## src/inc/rgc_pkg.sv

```systemverilog
/*
   Constants of the receiver gain and signal-strength control block.
   Assumes: one 50 MHz clock, AXI4-Lite register access, 32-bit data.
*/
package rgc_pkg;
   localparam logic [7:0] CTRL_ADDR   = 8'h00;
   localparam logic [7:0] THRA_ADDR   = 8'h04;
   localparam logic [7:0] THRB_ADDR   = 8'h08;
   localparam logic [7:0] STAT_ADDR   = 8'h0C;
   localparam logic [7:0] CMD_ADDR    = 8'h10;
   localparam int CTRL_AUTO_BIT       = 0;
   localparam int CTRL_PRE_ADJ_BIT    = 1;
   localparam int CTRL_GATE_STR_BIT   = 2;
   localparam int CTRL_GATE_PRE_BIT   = 3;
   localparam int CTRL_AFC_BIT        = 4;
   localparam int CTRL_MANUAL_LSB     = 8;
   localparam int CTRL_AVG_LSB        = 12;
   localparam int CTRL_COMP_LSB       = 16;
   localparam int CMD_CAL_BIT         = 0;
   localparam logic [31:0] CTRL_RESET = 32'h0000_0101;
   localparam logic [31:0] THRA_RESET = 32'hC0A0_8060;
   localparam logic [31:0] THRB_RESET = 32'h0000_A0E0;
   localparam logic [1:0] RESP_OKAY   = 2'h0;
   localparam logic [1:0] RESP_SLVERR = 2'h2;
   localparam logic [2:0] GAIN_G1 = 3'h1;
   localparam logic [2:0] GAIN_G2 = 3'h2;
   localparam logic [2:0] GAIN_G3 = 3'h3;
   localparam logic [2:0] GAIN_G4 = 3'h4;
   localparam logic [2:0] GAIN_G5 = 3'h6;
   localparam logic [2:0] GAIN_G6 = 3'h7;
   localparam logic [9:0] STRENGTH_ZERO = 10'h100;
   typedef enum logic [2:0] {RGC_IDLE, RGC_GAIN, RGC_AFC, RGC_GATE, RGC_RUN} rgc_state_t;
endpackage

```

## src/rgc_gain_select.sv

```systemverilog
/*
   Gain step register: manual field or threshold decision on the level.
   Assumes: thresholds ascending, level sampled on update.
*/
module rgc_gain_select
   import rgc_pkg::*;
(
   input  wire logic        clk,         // Core clock
   input  wire logic        rst_n,       // Async reset
   input  wire logic        auto_en,     // Auto gain on
   input  wire logic [2:0]  manual,      // Manual gain code
   input  wire logic        update,      // Take a decision now
   input  wire logic [7:0]  level,       // Input level, stronger is higher
   input  wire logic [39:0] thresholds,  // Five thresholds, low first
   output logic      [2:0]  step         // Applied gain code
);
   function automatic logic [2:0] pick(input logic [7:0] l, input logic [39:0] t);
      if (l <= t[7:0])
         return GAIN_G1;
      else if (l <= t[15:8])
         return GAIN_G2;
      else if (l <= t[23:16])
         return GAIN_G3;
      else if (l <= t[31:24])
         return GAIN_G4;
      else if (l <= t[39:32])
         return GAIN_G5;
      else
         return GAIN_G6;
   endfunction

   always_ff @(posedge clk or negedge rst_n)
   begin
      if (!rst_n)
         step <= GAIN_G1;
      else if (!auto_en)
         step <= manual;
      else if (update)
         step <= pick(level, thresholds);
   end
endmodule

```

## src/rgc_strength_avg.sv

```systemverilog
/*
   Block averager of the level samples over 2 to 256 samples.
   Assumes: one sample per level_valid pulse.
*/
module rgc_strength_avg
   import rgc_pkg::*;
(
   input  wire logic       clk,        // Core clock
   input  wire logic       rst_n,      // Async reset
   input  wire logic       restart,    // Drop partial block
   input  wire logic       in_valid,   // Sample strobe
   input  wire logic [7:0] in_level,   // Sample
   input  wire logic [2:0] count_code, // Samples 2^(code+1)
   output logic      [7:0] avg,        // Averaged level
   output logic            avg_valid   // One-cycle pulse on new average
);
   logic [8:0]  cnt;
   logic [15:0] sum;
   logic [15:0] next_sum;
   logic [8:0]  last;

   assign next_sum = sum + {8'h00, in_level};
   assign last     = 9'((9'h002 << count_code) - 9'h001);

   always_ff @(posedge clk or negedge rst_n)
   begin
      if (!rst_n)
      begin
         cnt <= 9'h000;
         sum <= 16'h0000;
      end
      else if (restart)
      begin
         cnt <= 9'h000;
         sum <= 16'h0000;
      end
      else if (in_valid)
      begin
         if (cnt >= last)
         begin
            cnt <= 9'h000;
            sum <= 16'h0000;
         end
         else
         begin
            cnt <= cnt + 9'h001;
            sum <= next_sum;
         end
      end
   end

   always_ff @(posedge clk or negedge rst_n)
   begin
      if (!rst_n)
      begin
         avg       <= 8'h00;
         avg_valid <= 1'b0;
      end
      else
      begin
         avg_valid <= in_valid && !restart && cnt >= last;
         if (in_valid && !restart && cnt >= last)
            avg <= 8'(next_sum >> (4'(count_code) + 4'h1));
      end
   end
endmodule

```

## src/rgc_top.sv

```systemverilog
/*
   Receiver gain control, data release gating and signal strength.
   Assumes: AXI4-Lite master, front end giving level samples, preamble
   and frequency-correction handshakes synchronous to clk.
*/
// Local design decisions: register access over AXI4-Lite and the address map.
module rgc_top
   import rgc_pkg::*;
(
   input  wire logic        clk,              // 50 MHz core clock
   input  wire logic        rst_n,            // Async reset
   input  wire logic [7:0]  s_axi_awaddr,     // Write address
   input  wire logic [2:0]  s_axi_awprot,     // Unused protection
   input  wire logic        s_axi_awvalid,    // Write address valid
   output logic             s_axi_awready,    // Write address ready
   input  wire logic [31:0] s_axi_wdata,      // Write data
   input  wire logic [3:0]  s_axi_wstrb,      // Byte enables
   input  wire logic        s_axi_wvalid,     // Write data valid
   output logic             s_axi_wready,     // Write data ready
   output logic [1:0]       s_axi_bresp,      // Write response
   output logic             s_axi_bvalid,     // Write response valid
   input  wire logic        s_axi_bready,     // Write response ready
   input  wire logic [7:0]  s_axi_araddr,     // Read address
   input  wire logic [2:0]  s_axi_arprot,     // Unused protection
   input  wire logic        s_axi_arvalid,    // Read address valid
   output logic             s_axi_arready,    // Read address ready
   output logic [31:0]      s_axi_rdata,      // Read data
   output logic [1:0]       s_axi_rresp,      // Read response
   output logic             s_axi_rvalid,     // Read data valid
   input  wire logic        s_axi_rready,     // Read data ready
   input  wire logic        rx_enable,        // Receiver on
   input  wire logic [7:0]  input_level,      // Level, 0.5 dB, stronger higher
   input  wire logic        level_valid,      // Level sample strobe
   input  wire logic        preamble_active,  // Preamble being received
   input  wire logic        preamble_found,   // Preamble detected
   input  wire logic [7:0]  cal_reference,    // Expected level during calibration
   input  wire logic        afc_done,         // Frequency correction finished
   output logic             afc_start,        // Start frequency correction
   output logic [2:0]       gain_step,        // LNA gain code
   output logic             data_release,     // Demodulated data may flow
   output logic [7:0]       signal_strength_value // Reported strength
);
   logic [31:0] ctrl;
   logic [31:0] thra;
   logic [31:0] thrb;
   rgc_state_t  state;
   logic        cal_pending;
   logic        cal_done;
   logic signed [9:0] cal_error;
   logic        rx_on_d;
   logic        pre_seen;
   logic [7:0]  avg;
   logic        avg_valid;
   logic        gain_update;
   logic        strength_ok;
   logic        gate_open;
   logic        wr_go;
   logic        rd_go;
   logic        wr_hit;
   logic        rd_hit;
   logic [31:0] rd_word;
   logic        auto_on;
   logic        pre_adj;
   logic        gate_str;
   logic        gate_pre;
   logic        afc_on;

   function automatic logic [31:0] merge(input logic [31:0] old,
                                         input logic [31:0] din,
                                         input logic [3:0]  be);
      logic [31:0] r;
      r = old;
      for (int i = 0; i < 4; i++)
         if (be[i])
            r[8*i +: 8] = din[8*i +: 8];
      return r;
   endfunction

   function automatic logic mapped(input logic [7:0] a);
      return a == CTRL_ADDR || a == THRA_ADDR || a == THRB_ADDR ||
             a == STAT_ADDR || a == CMD_ADDR;
   endfunction

   assign auto_on  = ctrl[CTRL_AUTO_BIT];
   assign pre_adj  = ctrl[CTRL_PRE_ADJ_BIT];
   assign gate_str = ctrl[CTRL_GATE_STR_BIT];
   assign gate_pre = ctrl[CTRL_GATE_PRE_BIT];
   assign afc_on   = ctrl[CTRL_AFC_BIT];

   // Write channel: address and data taken together
   assign wr_go         = s_axi_awvalid && s_axi_wvalid && !s_axi_bvalid;
   assign s_axi_awready = wr_go;
   assign s_axi_wready  = wr_go;
   assign wr_hit        = wr_go && mapped(s_axi_awaddr);
   assign rd_go         = s_axi_arvalid && !s_axi_rvalid;
   assign s_axi_arready = rd_go;
   assign rd_hit        = mapped(s_axi_araddr);

   always_ff @(posedge clk or negedge rst_n)
   begin
      if (!rst_n)
      begin
         s_axi_bvalid <= 1'b0;
         s_axi_bresp  <= RESP_OKAY;
      end
      else if (wr_go)
      begin
         s_axi_bvalid <= 1'b1;
         s_axi_bresp  <= wr_hit ? RESP_OKAY : RESP_SLVERR;
      end
      else if (s_axi_bready)
         s_axi_bvalid <= 1'b0;
   end

   always_ff @(posedge clk or negedge rst_n)
   begin
      if (!rst_n)
      begin
         ctrl <= CTRL_RESET;
         thra <= THRA_RESET;
         thrb <= THRB_RESET;
      end
      else if (wr_hit)
      begin
         if (s_axi_awaddr == CTRL_ADDR)
            ctrl <= merge(ctrl, s_axi_wdata, s_axi_wstrb) & 32'h001F_771F;
         if (s_axi_awaddr == THRA_ADDR)
            thra <= merge(thra, s_axi_wdata, s_axi_wstrb);
         if (s_axi_awaddr == THRB_ADDR)
            thrb <= merge(thrb, s_axi_wdata, s_axi_wstrb) & 32'h0000_FFFF;
      end
   end

   always_comb
   begin
      rd_word = 32'h0000_0000;
      case (s_axi_araddr)
         CTRL_ADDR: rd_word = ctrl;
         THRA_ADDR: rd_word = thra;
         THRB_ADDR: rd_word = thrb;
         STAT_ADDR: rd_word = {16'h0000, signal_strength_value, preamble_found,
                               cal_done, cal_pending, data_release, 1'b0, gain_step};
         default:   rd_word = 32'h0000_0000;
      endcase
   end

   always_ff @(posedge clk or negedge rst_n)
   begin
      if (!rst_n)
      begin
         s_axi_rvalid <= 1'b0;
         s_axi_rdata  <= 32'h0000_0000;
         s_axi_rresp  <= RESP_OKAY;
      end
      else if (rd_go)
      begin
         s_axi_rvalid <= 1'b1;
         s_axi_rdata  <= rd_word;
         s_axi_rresp  <= rd_hit ? RESP_OKAY : RESP_SLVERR;
      end
      else if (s_axi_rready)
         s_axi_rvalid <= 1'b0;
   end

   // Calibration: capture level error against the reference
   always_ff @(posedge clk or negedge rst_n)
   begin
      if (!rst_n)
      begin
         cal_pending <= 1'b0;
         cal_done    <= 1'b0;
         cal_error   <= 10'sh000;
      end
      else if (wr_hit && s_axi_awaddr == CMD_ADDR && s_axi_wstrb[0] &&
               s_axi_wdata[CMD_CAL_BIT])
      begin
         cal_pending <= 1'b1;
         cal_done    <= 1'b0;
      end
      else if (cal_pending && level_valid)
      begin
         cal_pending <= 1'b0;
         cal_done    <= 1'b1;
         cal_error   <= $signed({2'b00, input_level}) -
                        $signed({2'b00, cal_reference});
      end
   end

   // Start-up sequence
   always_ff @(posedge clk or negedge rst_n)
   begin
      if (!rst_n)
         rx_on_d <= 1'b0;
      else
         rx_on_d <= rx_enable;
   end

   always_ff @(posedge clk or negedge rst_n)
   begin
      if (!rst_n)
         state <= RGC_IDLE;
      else if (!rx_enable)
         state <= RGC_IDLE;
      else
         case (state)
            RGC_IDLE:
               if (!rx_on_d)
                  state <= auto_on ? RGC_GAIN : (afc_on ? RGC_AFC : RGC_GATE);
            RGC_GAIN:
               if (!auto_on || level_valid)
                  state <= afc_on ? RGC_AFC : RGC_GATE;
            RGC_AFC:
               if (afc_done)
                  state <= RGC_GATE;
            RGC_GATE:
               if (gate_open)
                  state <= RGC_RUN;
            RGC_RUN:
               state <= RGC_RUN;
            default:
               state <= RGC_IDLE;
         endcase
   end

   always_ff @(posedge clk or negedge rst_n)
   begin
      if (!rst_n)
         afc_start <= 1'b0;
      else
         afc_start <= rx_enable && afc_on && ((state == RGC_IDLE && !rx_on_d && !auto_on) ||
                      (state == RGC_GAIN && (!auto_on || level_valid)));
   end

   always_ff @(posedge clk or negedge rst_n)
   begin
      if (!rst_n)
         pre_seen <= 1'b0;
      else if (state == RGC_IDLE)
         pre_seen <= 1'b0;
      else if (preamble_found)
         pre_seen <= 1'b1;
   end

   assign strength_ok = signal_strength_value <= thrb[15:8];
   always_comb
   begin
      case ({gate_str, gate_pre})
         2'b00:   gate_open = 1'b1;
         2'b01:   gate_open = pre_seen || preamble_found;
         2'b10:   gate_open = strength_ok;
         2'b11:   gate_open = (pre_seen || preamble_found) && strength_ok;
         default: gate_open = 1'b0;
      endcase
   end

   always_ff @(posedge clk or negedge rst_n)
   begin
      if (!rst_n)
         data_release <= 1'b0;
      else
         data_release <= rx_enable && (state == RGC_RUN ||
                         (state == RGC_GATE && gate_open));
   end

   assign gain_update = level_valid && (state == RGC_GAIN ||
                        (pre_adj && preamble_active &&
                         (state == RGC_GATE || state == RGC_RUN)));

   rgc_gain_select u_gain
   (
      .clk        (clk),
      .rst_n      (rst_n),
      .auto_en    (auto_on),
      .manual     (ctrl[CTRL_MANUAL_LSB +: 3]),
      .update     (gain_update),
      .level      (input_level),
      .thresholds ({thrb[7:0], thra}),
      .step       (gain_step)
   );

   rgc_strength_avg u_avg
   (
      .clk        (clk),
      .rst_n      (rst_n),
      .restart    (!rx_enable),
      .in_valid   (level_valid),
      .in_level   (input_level),
      .count_code (ctrl[CTRL_AVG_LSB +: 3]),
      .avg        (avg),
      .avg_valid  (avg_valid)
   );

   // Strength: 0.5 dB units, minus twice the 1 dB compensation
   always_ff @(posedge clk or negedge rst_n)
   begin
      logic signed [10:0] v;
      logic signed [10:0] comp;
      v    = 11'sh000;
      comp = 11'sh000;
      if (!rst_n)
         signal_strength_value <= 8'h00;
      else if (avg_valid)
      begin
         comp = 11'($signed(ctrl[CTRL_COMP_LSB +: 5])) <<< 1;
         v    = 11'($signed(STRENGTH_ZERO)) - $signed({3'b000, avg}) - comp -
                11'(cal_error);
         if (v < 0)
            signal_strength_value <= 8'h00;
         else if (v > 11'sh0FF)
            signal_strength_value <= 8'hFF;
         else
            signal_strength_value <= v[7:0];
      end
   end
endmodule

```

## config.mk

```make
export PLATFORM = sky130hd
export DESIGN_NAME = rgc_top
export DESIGN_NICKNAME = d
export VERILOG_FILES = /design/src/inc/rgc_pkg.sv /design/src/rgc_gain_select.sv /design/src/rgc_strength_avg.sv /design/src/rgc_top.sv
export SDC_FILE = /design/constraint.sdc
export NUM_CORES = 1
export LEC_CHECK = 0
export ABC_CLOCK_PERIOD_IN_PS = 3800
export BUFFER_PORTS_ARGS = -buffer_cell sky130_fd_sc_hd__buf_2
export CORE_MARGIN = 1.5
export CORE_UTILIZATION = 50
export CTS_CLUSTER_SIZE = 30
export DETAILED_ROUTE_END_ITERATION = 12
export PLACE_DENSITY = 0.82
export SYNTH_ARGS = -nofsm -noshare
export SYNTH_HDL_FRONTEND = slang
export SYNTH_SLANG_ARGS = --single-unit
```

## constraint.sdc

```tcl
create_clock -name clk -period 3.8 [get_ports clk]
set_input_delay 1.14 -clock clk [delete_from_list [all_inputs] [get_ports clk]]
set_output_delay 1.14 -clock clk [all_outputs]
set_load 0.05 [all_outputs]
```

* After elaboration in Yosys (flattened, before gate mapping)
Cells that the tools add are included.
Storage, ports and cells: bits in registers 165, output and inout port bits 54, word-level logic and storage cells 164
Operators by class: $add $sub $neg 8, $lt $le $gt $ge 9, equality and inequality tests 21, shift-type cells 2, muxes and demuxes 37, bitwise operators 1, reductions and logical operators 58
Operators with widths (number):
- $pmux W32 S4 | 1
- $le A8 B8 Y1 | 6
- $mux W16 | 3
- $mux W3 | 12
- $eq A8 B4 Y1 const B | 4
- $mux W9 | 3
- $reduce_and A3 Y1 | 9
- $logic_and A1 B1 Y1 | 21
- $add A16 B8 Y16 | 1
- $eq A8 B3 Y1 const B | 2
- $eq A8 B5 Y1 const B | 2
- $logic_not A8 Y1 | 2
- $mux W8 | 2
- $shr A16 B4 Y8 | 1
- $pmux W3 S5 | 1
- $logic_or A1 B1 Y1 | 14
- $mux W1 | 12
- $gt A11 B9 Y1 const B | 1
- $lt A11 B1 Y1 const B | 1
- $sub A10 B6 Y11 | 1
- $sub A11 B9 Y11 | 1
- $sub A9 B8 Y10 const A | 1
- $add A9 B1 Y9 const B | 1
- $ge A9 B9 Y1 | 1
- 21 further kinds | 33

* Longest topological paths before layout
Gate-level depths: netlist of the first run.
depth after elaboration 11, gate-level depth with buffers 19, mapped depth without buffers 16

* Cells and area by module
From an unflattened synthesis of the first run, not the netlist that was laid out.
Second synthesis, totals: cell total of the unflattened synthesis 1081, area, all modules 10749.1 um^2
Modules (own cells, without submodules):
- rgc_top | times used 1, cells each 610, area each 6784.0 um^2, sequential area each 3170.5 um^2
- rgc_strength_avg | times used 1, cells each 317, area each 2798.9 um^2, sequential area each 850.8 um^2
- rgc_gain_select | times used 1, cells each 154, area each 1166.1 um^2, sequential area each 76.3 um^2

* Least setup slack after synthesis of the first run
OpenSTA, ideal clock, no wires.
kind reg-to-reg, from register ctrl[12], to register u_avg.avg[2], setup time 0.126 ns, arrival 3.473 ns, setup slack 0.201 ns, stages on the path, launching flop included 19, buffers on the path 4, period minus slack after synthesis 3.599 ns, cells stage by stage dfrtp_1 > clkbuf_1 > clkbuf_1 > nor2b_1 > nand2_1 > ha_1 > clkbuf_1 > nor3_1 > a21oi_1 > o21a_1 > ha_1 > o21a_1 > o21ai_0 > a211oi_1 > o21a_1 > nor2_1 > or2_2 > clkbuf_1 > a221o_1
On the way: cells in the longest elaborated chain, start to end 4
Ends and longest elaborated chain:
- start: declaration | RTL line rgc_top.sv:43 | logic [31:0] ctrl;
- start signal: assignment | RTL line rgc_top.sv:126 | ctrl <= merge(ctrl, s_axi_wdata, s_axi_wstrb) & 32'h001F_771F;
- $shl A2 B3 Y9 | RTL line rgc_strength_avg.sv:23 | assign last = 9'((9'h002 << count_code) - 9'h001);
- $sub A9 B1 Y9 | RTL line rgc_strength_avg.sv:23
- $ge A9 B9 Y1 | RTL line rgc_strength_avg.sv:62 | if (in_valid && !restart && cnt >= last)
- $logic_and A1 B1 Y1 | RTL line rgc_strength_avg.sv:62
- end signal: assignment | RTL line rgc_strength_avg.sv:63 | avg <= 8'(next_sum >> (4'(count_code) + 4'h1));
- end: declaration | RTL line rgc_strength_avg.sv:14 | output logic [7:0] avg,
Several ways; a longest one is shown, not always the timed one. A chain may end at the register's enable or synchronous reset.

* Worst setup path after layout of the first run
from register u_avg.avg[0], to register signal_strength_value[6]
On the way: cells in the longest elaborated chain, start to end 6
Ends and longest elaborated chain:
- $sub A9 B8 Y10 * | RTL line rgc_top.sv:305 | v = 11'($signed(STRENGTH_ZERO)) - $signed({3'b000, avg}) - comp -
- $sub A10 B6 Y11 * | RTL line rgc_top.sv:305
- $sub A11 B9 Y11 * | RTL line rgc_top.sv:305
- $gt A11 B9 Y1 | RTL line rgc_top.sv:309 | else if (v > 11'sh0FF)
- $mux W8 | RTL line rgc_top.sv:309
- $mux W8 * | RTL line rgc_top.sv:307 | if (v < 0)
- end signal: assignment | RTL line rgc_top.sv:312 | signal_strength_value <= v[7:0];
- end: declaration | RTL line rgc_top.sv:41 | output logic [7:0] signal_strength_value
Mark *: on every way between the ends. The rest lies on a longest branch, timed or not.

==> results of run 1 <==
## how the worst max path moves through the flow
stage,end,cells past startpoint
finish,signal_strength_value[6],15
floorplan,u_avg.avg[2],18
detailed placement,signal_strength_value[6],15
global route,signal_strength_value[6],15
global placement,signal_strength_value[6],15
CTS,signal_strength_value[6],15
## cell type report
cell class                      instances  area [um2]  share of cell area (%)
Clock buffer                           18       439.2                   3.626
Inverter                               98       367.9                   3.037
Clock inverter                         14       137.6                   1.136
Antenna cell                            1       2.502                 0.02066
Sequential cell                       163        4098                   33.83
Tap cell                              270       337.8                   2.789
Multi-Input combinational cell        766        5867                   48.44
Timing Repair Buffer                  156       862.1                   7.118
## cells in the final DEF, fill, tap and decap left out, drive strengths merged, types with 18 or more instances in the layout
cell type	Yosys	layout
buf	13	156
a21oi	39	39
nor2	62	62
inv	97	106
ha	88	88
xnor2	18	18
nand3	25	25
a22o	20	20
dfrtp	148	148
a21o	19	19
nand2	93	93
mux2	66	66
nand2b	22	22
o21ai	88	88
clkbuf	30	18
## where the power goes
part	total [W]	switching [W]	internal, W
clock	0.00170	0.000810	0.000891
sequential	0.00204	0.000177	0.00187
combinational	0.00238	0.00142	0.000956
total	0.00613	0.00241	0.00371
## sequential cells by signal (all words and copies together) (netlist names), 3 cells and up
| signal | flops |
|---|---|
| thrb | 16 |
| s_axi_rdata | 32 |
| cal_error | 9 |
| u_avg.sum | 16 |
| u_avg.avg | 8 |
| u_gain.step | 3 |
| thra | 32 |
| u_avg.cnt | 9 |
| ctrl | 16 |
| signal_strength_value | 8 |
| state | 3 |
## cells by family (layout without fill, tap and decap cells)
group	count (synthesis)	in the layout	synth area share [%]
AND/OR/NAND/NOR	283	283	13.26
adder cells (fa/ha/maj)	99	99	12.63
AO/OA/AOI/OAI	260	260	16.16
flip-flops	163	163	39.18
multiplexers	89	89	10.62
other	2	4	0.07181
XOR/XNOR	32	32	2.752
buffers and inverters	141	286	5.312
## through the flow
stage	area [um2]	hold WS [ps]
floorplan	10460	446.9
global placement	11460	459.1
detailed placement	11460	464.9
CTS	12040	479.7
global route	12110	509.0
finish	12110	474.3
## repair_timing
| action | CTS | global route |
|---|---|---|
| endpoints found under the setup margin | 0 | 10 |
| hold endpoints to repair | 0 | 0 |
| hold buffers | 0 | 0 |
| buffers inserted | 0 | 2 |
| resized for setup | 0 | 13 |
## worst register-to-register path: stages, from the launching register on
cell                       delay [ps]
sky130_fd_sc_hd__dfrtp_1          400
sky130_fd_sc_hd__inv_1            100
sky130_fd_sc_hd__ha_2             210
sky130_fd_sc_hd__inv_1             70
sky130_fd_sc_hd__or3_4            340
sky130_fd_sc_hd__xor2_2           170
sky130_fd_sc_hd__fa_1             470
sky130_fd_sc_hd__ha_2             210
sky130_fd_sc_hd__or2_2            340
sky130_fd_sc_hd__o221ai_4         210
sky130_fd_sc_hd__a21oi_1           90
sky130_fd_sc_hd__mux2_2           270
sky130_fd_sc_hd__a311oi_2         240
sky130_fd_sc_hd__buf_4            200
sky130_fd_sc_hd__a21oi_1           60
sky130_fd_sc_hd__o22ai_1          110
## per-layer routing
layer	global-route usage [%]	up-vias
met5	0	-
met4	10.15	0
met3	4.630	73
met2	41.33	378
met1	35.56	4257
li1	-	4079
==> out/metrics.yaml, run 1 <==
status:
  result_of_the_run: "complete, no violations"
logic_synthesis:
  synth_cell_types: 74
  synth_enable_flop_cells: 0
  post-synth-top-area-cell: "sky130_fd_sc_hd__dfrtp_1"
  synth.top_cells.by_count: "sky130_fd_sc_hd__dfrtp_1 (148), sky130_fd_sc_hd__inv_1 (97), sky130_fd_sc_hd__nand2_1 (93)"
  synth_area_per_inst_um2: 9.783
  ys_seq_elements: 163
  synthesis.instances: 1069
  part_of_the_yosys_area_used_for_sequential_elements_pct: 39.18
  synth-async-reset-ratio_pct: 100.0
  synth_warnings: 0
  netlist.area_leader.share_pct: 35.42
  netlist_area_um2: 10460
  postSynth.topFlopCell: "sky130_fd_sc_hd__dfrtp_1"
  synth.most_common_cell: "sky130_fd_sc_hd__dfrtp_1"
  synth.top_cells.by_area: "sky130_fd_sc_hd__dfrtp_1 (35%), sky130_fd_sc_hd__ha_1 (11%), sky130_fd_sc_hd__mux2_2 (7.1%), sky130_fd_sc_hd__o21ai_0 (4.1%), sky130_fd_sc_hd__dfstp_2 (3.8%)"
critical_path:
  arrival_ps: 3920
  start_kind: "flip-flop"
  ff_to_ff_path_depth: 15
  critPathLaunch: "u_avg.avg[0]"
  timing.critical_path.to_type: "flip-flop"
  worstPathBufferInverterCount: 3
  worst_path_top_cell_family_by_delay: "adder cells"
  path_cells: "inv_1, ha_2, inv_1, or3_4, xor2_2, fa_1, ha_2, or2_2, o221ai_4, a21oi_1, mux2_2, a311oi_2, buf_4, a21oi_1, o22ai_1"
  worstPathMaxFanout: 8
  setup.worst_path.class: "flip-flop to flip-flop"
  crit_slowest_cell: "sky130_fd_sc_hd__fa_1"
  worstPathRequired_ps: 4150
  timing.critical_path.slowest_cell_delay_ps: 470
  worstReg2RegStart: "u_avg.avg[0]"
  setup.reg_to_reg.worst_slack_ps: 230
  timing.rr.end: "signal_strength_value[6]"
clock_network:
  numCtsBuffers: 17
  cts_sinks: 163
  clkSlewWorstSetupHoldPaths_ps: 70
  clock_latency_late_sink_ps: 430
  tritoncts: "done"
  ctsHtreeMaxLevel: 4
  ctsLongestPathBuffers: 2
  cts_root_buffer: "sky130_fd_sc_hd__clkbuf_16"
min_path:
  worst_hold_path_type: "flip-flop to flip-flop"
  worst_hold_stages: 2
  min_to: "s_axi_rdata[8]"
  timing.hold.worst.start: "s_axi_rdata[8]"
finish:
  filler_cell_count: 1678
  nNetsFinal: 1387
  final_core_util_pct: 59.47
  syn_to_final_growth_pct: 15.82
  post_route_cells_drive_above_1_share_pct: 25.02
  layoutNonFillerInstCount: 1486
sta:
  slew-limit-headroom_pct: 52.43
  max_clock_freq_mhz: 280.1
  layout_min_cycle_time_ps: 3571
  tightestPinTransition_ps: 713.5
  min_period_over_period_pct: 93.96
  timing_hold_violations_final: 0
  setup_ws_ps: 229.4
  final_count_of_negative_setup_slack_endpoints: 0
  drv_slew: 0
  setup_total_negative_slack_ps: 0
  fin_skew_ps: 11.28
global_route:
  grt_use_total_pct: 26.05
  grt_pass1_vias: 8648
  grt_max_degree: 79
  antenna_violations_before_repair: 1
  grt_first_pass_wirelength_um: 44510
  grt_overflow_total: 0
pwr:
  static_leakage_nw: 5.829
  powerDensity_nw_per_um2: 505.7
  p_total_w: 0.006125
  vdd_drop_max_uv: 334.4
routing:
  wl_met3_um: 2402
  drt_drc_violations_left: 0
  wl_met1_um: 11750
  detail_route.first_pass.iterations: 5
  drt-total-wl_um: 28020
  antenna_left: 0
  wl_met2_um: 12990
  highest_layer: "met4"
  viasPerCell: 5.913
  post_dr_wirelength_cell_um: 18.86
  routed-via-count: 8787
  drt_iter0_drc: 733
place:
  dp_hpwl_um: 20840
  portBuffers: 131
  place_ws_ps: 135.3
  place.gp.congestion: 0.9401
  post-place-cells: 1451
floorplanning:
  num_io_pins: 140
  fp.dieH_um: 147.6
  die-width_um: 147.6
  number_of_placement_rows: 52
  floorplan.die_area_um2: 21790
  design.core.area_um2: 20360
  initial_core_util_pct: 51.35
flow_run:
  maxCapViolCount: 0
No activity file was read; power rests on OpenSTA's default activity.
==> run 2, diff against run 1 <==
- SYNTH_HIERARCHICAL: not set -> 1
==> out/metrics.yaml, run 2 <==
logic_synthesis:
  synth.top_cells.by_area: "sky130_fd_sc_hd__dfrtp_1 (34%), sky130_fd_sc_hd__ha_1 (10%), sky130_fd_sc_hd__mux2_2 (7.1%), sky130_fd_sc_hd__dfstp_2 (3.7%), sky130_fd_sc_hd__nand2_1 (3.6%)"
  synth.top_cells.by_count: "sky130_fd_sc_hd__dfrtp_1 (148), sky130_fd_sc_hd__nand2_1 (102), sky130_fd_sc_hd__inv_1 (94)"
  postSynth.topFlopCell: "sky130_fd_sc_hd__dfrtp_1"
  netlist_area_um2: 10750  # +2.8%
  post-synth-top-area-cell: "sky130_fd_sc_hd__dfrtp_1"
  synth_warnings: 6  # +6
  synth-async-reset-ratio_pct: 100.0  # unchanged
  synthXorXnorAreaFrac_pct: 2.759  # +0.0068 points
  synthesis.instances: 1081  # +1.1%
  synth-compound-area-share_pct: 16.82  # +0.66 points
  synth_cell_types: 86  # +16%
  ys_seq_elements: 163  # unchanged
  synth_top_family_by_area: "compound AO/OA/AOI/OAI gates"
  multiplexer_share_of_the_synthesized_area_pct: 10.87  # +0.25 points
  synth.most_common_cell: "sky130_fd_sc_hd__dfrtp_1"
  part_of_the_yosys_area_used_for_sequential_elements_pct: 38.12  # -1.1 points
  synth_enable_flop_cells: 0  # unchanged
  netlist.area_leader.share_pct: 34.45  # -0.96 points
  yosys.area_share.adder_pct: 12.29  # -0.34 points
  synth_area_per_inst_um2: 9.944  # +1.6%
  yosys.area_share.simple_pct: 13.62  # +0.36 points
sta:
  fin_hold_ws_ps: 477.8  # +3.533 ps
  final_count_of_negative_setup_slack_endpoints: 0  # unchanged
  max_clock_freq_mhz: 287.7  # +2.7%
  min_period_over_period_pct: 91.48  # -2.5 points
  tightestPinTransition_ps: 821.4  # +107.9 ps
  setup_ws_ps: 323.8  # +94.41 ps
  fin_skew_ps: 10.63  # -0.6532 ps
  layout_min_cycle_time_ps: 3476  # -94.41 ps
  drv_slew: 0  # unchanged
  timing_hold_violations_final: 0  # unchanged
  slew-limit-headroom_pct: 43.82  # -8.6 points
  setup_total_negative_slack_ps: 0  # unchanged
  grt_setup_unrepaired: "false"
clock_network:
  cts_sinks: 163  # unchanged
  postCtsHoldBufs: 0  # unchanged
  ctsLongestPathBuffers: 2  # unchanged
  postCtsSetupRepairBufs: 0  # unchanged
  clock_latency_late_sink_ps: 440  # about the same
  clkSlewWorstSetupHoldPaths_ps: 70  # about the same
  numCtsBuffers: 17  # unchanged
  post_cts_resize_count: 0  # unchanged
  cts_root_buffer: "sky130_fd_sc_hd__clkbuf_16"
  ctsHtreeMaxLevel: 4  # unchanged
  tritoncts: "done"
global_route:
  grt_overflow_total: 0  # unchanged
  grt_max_degree: 62  # -22%
  grt_first_pass_wirelength_um: 46040  # +3.4%
  grt_use_total_pct: 26.64  # +0.59 points
  grt_pass1_vias: 8871  # +2.6%
  antenna_violations_before_repair: 0  # -1
status:
  result_of_the_run: "complete, no violations"
finish:
  biggestRegsByFlops: "s_axi_rdata (32), thra (32)"
  most-common-layout-cells: "sky130_fd_sc_hd__dfrtp_1 (148), sky130_fd_sc_hd__buf_2 (130), sky130_fd_sc_hd__nand2_1 (102)"
  syn_to_final_growth_pct: 15.75  # about the same
  final_common_cell: "sky130_fd_sc_hd__dfrtp_1"
  multi_input_comb_area_um2: 6082  # +3.7%
  filler_cell_count: 1739  # +3.6%
  nNetsFinal: 1414  # +1.9%
  register_area_um2: 4098  # unchanged
  post_route_cells_drive_above_1_share_pct: 26.57  # +1.5 points
  num_antenna_cells: 0  # -1
place:
  portBuffers: 131  # unchanged
  dp_hpwl_um: 22210  # +6.5%
  place.gp.congestion: 0.8999  # -4.3%
  place_ws_ps: 71.52  # -63.81 ps
floorplanning:
  die-width_um: 149.6  # +1.4%
  design.core.area_um2: 21090  # +3.6%
  fp.dieH_um: 149.6  # +1.4%
  num_io_pins: 140  # unchanged
  initial_core_util_pct: 50.97  # -0.38 points
  number_of_placement_rows: 53  # +1.9%
  floorplan.die_area_um2: 22390  # +2.7%
routing:
  drt_drc_violations_left: 0  # unchanged
  drt-total-wl_um: 29070  # +3.7%
  detail_route.first_pass.iterations: 5  # unchanged
  post_dr_wirelength_cell_um: 19.16  # +1.6%
  drt_iter0_drc: 714  # -2.6%
  routed-via-count: 9064  # +3.2%
  viasPerCell: 5.975  # +1.0%
  antenna_left: 0  # unchanged
pwr:
  netSwitchingFraction_pct: 39.83  # +0.47 points
  static_leakage_nw: 5.890  # +1.1%
  p_int_w: 0.003693  # -0.60%
  pwr-share-clk_pct: 28.4  # +0.6 points
  powerDensity_nw_per_um2: 493.2  # -2.5%
  vdd_drop_max_uv: 321.8  # -3.7%
  power.net_switching_w: 0.002444  # +1.4%
  part_of_the_power_in_registers_pct: 34.1  # +0.7 points
  power.combinational.fraction_pct: 37.5  # -1.3 points
min_path:
  worst_hold_path_type: "flip-flop to flip-flop"
critical_path:
  worstPathRequired_ps: 4170  # +20 ps
  arrival_ps: 3850  # -70 ps
  setup.worst_path.class: "flip-flop to flip-flop"
  timing.critical_path.to_type: "flip-flop"
  start_kind: "flip-flop"
  worstPathMaxFanout: 10  # +2
flow_run:
  maxCapViolCount: 0  # unchanged
[run 2: per-stage QoR]
step | power (W) | instances | area (um2) | utilization, %
CTS | 0.006110 | 1517 | 12430 | 58.94
detailed placement | 0.004366 | 1485 | 11830 | 56.11
finish | 0.006137 | 1517 | 12440 | 59.00
global placement | 0.004293 | 1485 | 11830 | 56.11
global route | 0.006497 | 1517 | 12440 | 59.00
floorplan | 0.003743 | 1082 | 10750 | -
[run 2: cells by family after synthesis]
| logic type | count (synthesis) |
|---|---|
| AO/OA/AOI/OAI | 262 |
| XOR/XNOR | 33 |
| adder cells (fa/ha/maj) | 99 |
| buffers and inverters | 137 |
| flip-flops | 163 |
| multiplexers | 93 |
| other | 2 |
| AND/OR/NAND/NOR | 292 |
[run 2: final timing paths]
check / from / slack (ps) / cells after the start / to
worst max-delay path: ctrl[13] / 320 / 16 / u_avg/avg[7]
worst max register to register: ctrl[13] / 320 / 16 / u_avg/avg[7]
worst min register to register: s_axi_rdata[2] / 480 / 2 / s_axi_rdata[2]
worst min-delay path: s_axi_rdata[2] / 480 / 2 / s_axi_rdata[2]
min in group asynchronous: rst_n / 690 / 1 / u_avg/sum[5]
max in group asynchronous: rst_n / 2320 / 2 / ctrl[0]
[run 2: layout make-up]
| type | count | share of cell area (%) |
|---|---|---|
| sequential | 163 | 32.93 |
| multi-input combinational | 782 | 48.88 |
| clock buffer | 18 | 3.530 |
| clock inverter | 14 | 1.277 |
| inverter | 96 | 2.896 |
| timing repair buffer | 169 | 7.713 |
| tap | 275 | 2.765 |
[run 2: routing by layer]
layer / GRT usage [%] / part of all wire, % / vias up
li1: - / - / 4186
met3: 4.604 / 6.6 / 62
met1: 35.43 / 42 / 4455
met5: 0 / 0 / -
met2: 43.43 / 48 / 361
met4: 10.05 / 2.8 / 0
[run 2: critical path, stage by stage, from the launching register on]
cell and delay, ps:
sky130_fd_sc_hd__dfrtp_1 470, sky130_fd_sc_hd__nor2_1 240, sky130_fd_sc_hd__nand2_1 130, sky130_fd_sc_hd__ha_1 270, sky130_fd_sc_hd__nor3_1 190, sky130_fd_sc_hd__a21oi_1 60
sky130_fd_sc_hd__nor2_1 90, sky130_fd_sc_hd__a31oi_1 60, sky130_fd_sc_hd__ha_1 290, sky130_fd_sc_hd__nor3_1 50, sky130_fd_sc_hd__o21ai_1 130, sky130_fd_sc_hd__o211ai_1 190
sky130_fd_sc_hd__or3b_1 490, sky130_fd_sc_hd__inv_2 190, sky130_fd_sc_hd__nor2_1 100, sky130_fd_sc_hd__a2111oi_0 320, sky130_fd_sc_hd__a211o_1 160
[run 2: power by group through the flow]
stage	logic (W)	registers [W]	clock network, W
2_1_floorplan	0.00156	0.00219	0
3_3_place_gp	0.00219	0.00210	0
3_5_place_dp	0.00225	0.00211	0
4_1_cts	0.00227	0.00208	0.00176
5_1_grt	0.00255	0.00211	0.00183
6_report	0.00230	0.00209	0.00174
==> run 3, diff against run 2 <==
- CORE_UTILIZATION: 50 -> 45
- PLACE_DENSITY: 0.82 -> 0.76
- SYNTH_HIERARCHICAL: 1 -> not set
==> out/metrics.yaml, run 3 (synthesized netlist as in run 1, its figures left out) <==
routing:
  routed-via-count: 8645  # -4.6%
  drt_drc_violations_left: 0  # unchanged
  post_dr_wirelength_cell_um: 18.31  # -4.4%
  detail_route.first_pass.iterations: 5  # unchanged
  antenna_left: 0  # unchanged
  drt_iter0_drc: 690  # -3.4%
  drt-total-wl_um: 27400  # -5.7%
  viasPerCell: 5.779  # -3.3%
finish:
  most-common-layout-cells: "sky130_fd_sc_hd__dfrtp_1 (148), sky130_fd_sc_hd__buf_2 (130), sky130_fd_sc_hd__inv_1 (97)"
  final_core_util_pct: 53.17  # -5.8 points
  syn_to_final_growth_pct: 15.47
  filler_cell_count: 1994  # +15%
  post_route_cells_drive_above_1_share_pct: 24.17  # -2.4 points
  biggestRegsByFlops: "s_axi_rdata (32), thra (32)"
  nNetsFinal: 1380  # -2.4%
  final_common_cell: "sky130_fd_sc_hd__dfrtp_1"
global_route:
  antenna_violations_before_repair: 3  # +3
  grt_max_degree: 75  # +21%
  grt_first_pass_wirelength_um: 43960  # -4.5%
  met1_usage_pct: 31.44  # -4.0 points
  grt_busiest_layer: "met2"
  grt.met3_usage_pct: 5.042  # +0.44 points
  grt_pass1_vias: 8316  # -6.3%
  grt_met2_usage_pct: 36.80  # -6.6 points
  grt_overflow_total: 0  # unchanged
  grt_use_total_pct: 23.26  # -3.4 points
sta:
  drv_slew: 0  # unchanged
  setup_total_negative_slack_ps: 0  # unchanged
  slew-limit-headroom_pct: 53.64  # +9.8 points
  grt_setup_unrepaired: "false"
  timing_hold_violations_final: 0  # unchanged
  tightestPinTransition_ps: 695.4  # -126.0 ps
  fin_skew_ps: 12.13  # +1.498 ps
  min_period_over_period_pct: 94.05  # +2.6 points
  final_count_of_negative_setup_slack_endpoints: 0  # unchanged
  layout_min_cycle_time_ps: 3574  # +97.70 ps
  max_clock_freq_mhz: 279.8  # -2.7%
critical_path:
  cp-endpoint: "signal_strength_value[5]"
  worstReg2RegStart: "u_avg.avg[0]"
  worstPathBufferInverterCount: 3  # +2
  worstPathMaxFanout: 8  # -2
  start_kind: "flip-flop"
  timing.critical_path.slowest_cell_delay_ps: 460  # -30 ps
  setup.worst_path.class: "flip-flop to flip-flop"
  timing.critical_path.depth: 15  # -1
  worstPathRequired_ps: 4140  # -30 ps
  timing.rr.end: "signal_strength_value[5]"
  critPathLaunch: "u_avg.avg[0]"
  timing.critical_path.to_type: "flip-flop"
  crit_slowest_cell: "sky130_fd_sc_hd__fa_1"
  worst_path_top_cell_family_by_delay: "adder cells"
  setup.reg_to_reg.worst_slack_ps: 230  # -100 ps
  arrival_ps: 3920  # +70 ps
  path_cells: "inv_1, ha_1, inv_1, or3_1, xor2_1, fa_1, ha_1, or2_2, o221ai_2, a21oi_1, mux2_2, a311oi_2, buf_4, nor2_1, o22ai_1"
  ff_to_ff_path_depth: 15  # -1
place:
  portBuffers: 131  # unchanged
  place.gp.congestion: 0.8987  # -0.13%
  dp_hpwl_um: 20270  # -8.7%
clock_network:
  cts_root_buffer: "sky130_fd_sc_hd__clkbuf_16"
  postCtsSetupRepairBufs: 0  # unchanged
  numCtsBuffers: 17  # unchanged
  clock_latency_late_sink_ps: 430  # about the same
  clkSlewWorstSetupHoldPaths_ps: 60  # about the same
  ctsHtreeMaxLevel: 4  # unchanged
  post_cts_resize_count: 0  # unchanged
  cts_sinks: 163  # unchanged
  tritoncts: "done"
  ctsLongestPathBuffers: 2  # unchanged
  postCtsHoldBufs: 0  # unchanged
floorplanning:
  fp.dieH_um: 155.4  # +3.9%
  number_of_placement_rows: 55  # +3.8%
  die-width_um: 155.4  # +3.9%
  num_io_pins: 140  # unchanged
  design.core.area_um2: 22710  # +7.7%
  floorplan.die_area_um2: 24160  # +7.9%
  initial_core_util_pct: 46.05  # -4.9 points
flow_run:
  maxCapViolCount: 0  # unchanged
pwr:
  static_leakage_nw: 5.803  # -1.5%
  powerDensity_nw_per_um2: 501.9  # +1.8%
  vdd_drop_max_uv: 272.2  # -15%
min_path:
  worst_hold_path_type: "flip-flop to flip-flop"
status:
  result_of_the_run: "complete, no violations"
-- run 3: changes by cell type in the layout (fill, tap and decap cells not counted), moves of 8 or more --
cell,delta
sky130_fd_sc_hd__a211oi_1,-12
sky130_fd_sc_hd__a21o_1,+8
sky130_fd_sc_hd__buf_4,-20
sky130_fd_sc_hd__nand2_1,-10
sky130_fd_sc_hd__nand3_1,+10
sky130_fd_sc_hd__o21ai_0,+16
sky130_fd_sc_hd__o211ai_1,-13
sky130_fd_sc_hd__o22ai_1,+9
-- run 3: area by class of cell --
| type | count | area [um2] | area share [%] |
|---|---|---|---|
| antenna | 3 | 7.507 | 0.06217 |
| clock buffer | 17 | 425.4 | 3.523 |
| clock inverter | 15 | 182.7 | 1.513 |
| inverter | 98 | 367.9 | 3.046 |
| multi-input combinational | 766 | 5828 | 48.26 |
| sequential | 163 | 4098 | 33.93 |
| tap | 285 | 356.6 | 2.953 |
| timing repair buffer | 149 | 809.5 | 6.704 |
-- run 3: worst min-delay path by stage --
| stage | slack [ps] | depth (start not counted) | end | startpoint |
|---|---|---|---|---|
| finish | 470 | 2 | s_axi_rdata[17] | s_axi_rdata[17] |
| global route | 500 | 2 | s_axi_rdata[3] | s_axi_rdata[3] |
| CTS | 480 | 2 | s_axi_rdata[18] | s_axi_rdata[18] |
| detailed placement | 470 | 2 | s_axi_rdata[18] | s_axi_rdata[18] |
| global placement | 460 | 2 | s_axi_rdata[3] | s_axi_rdata[3] |
| floorplan | 450 | 2 | cal_done | cal_done |
-- run 3: metal layers --
metal,vias up,wire (um)
li1,4060,-
met1,4213,12310
met2,314,12530
met3,56,1841
met4,2,703
met5,-,13
-- run 3: metrics by stage --
stage	hold slack, ps	power [W]	setup slack (ps)	std cells	area (um2)
3_5_place_dp	465.1	0.004189	114.3	1461	11440
2_1_floorplan	446.9	0.003584	200.8	1070	10460
6_report	474.5	0.006060	226.1	1496	12080
3_3_place_gp	455.9	0.004149	211.8	1461	11440
5_1_grt	496.1	0.006412	42.32	1493	12070
4_1_cts	479.4	0.006014	100.9	1493	12050
-- run 3: power by group --
group          total [W]  switching, W  internal, W
sequential       0.00204      0.000171      0.00187
combinational    0.00222       0.00134     0.000871
clock            0.00181      0.000804      0.00100
total            0.00606       0.00232      0.00374
-- run 3: worst register-to-register path, delay by kind of cell, from the launching register on --
family,cells,cell delay (ps)
flip-flops,1,400
AND/OR/NAND/NOR,3,700
AO/OA/AOI/OAI,4,660
adder cells (fa/ha/maj),3,880
buffers and inverters,3,370
multiplexers,1,270
XOR/XNOR,1,210
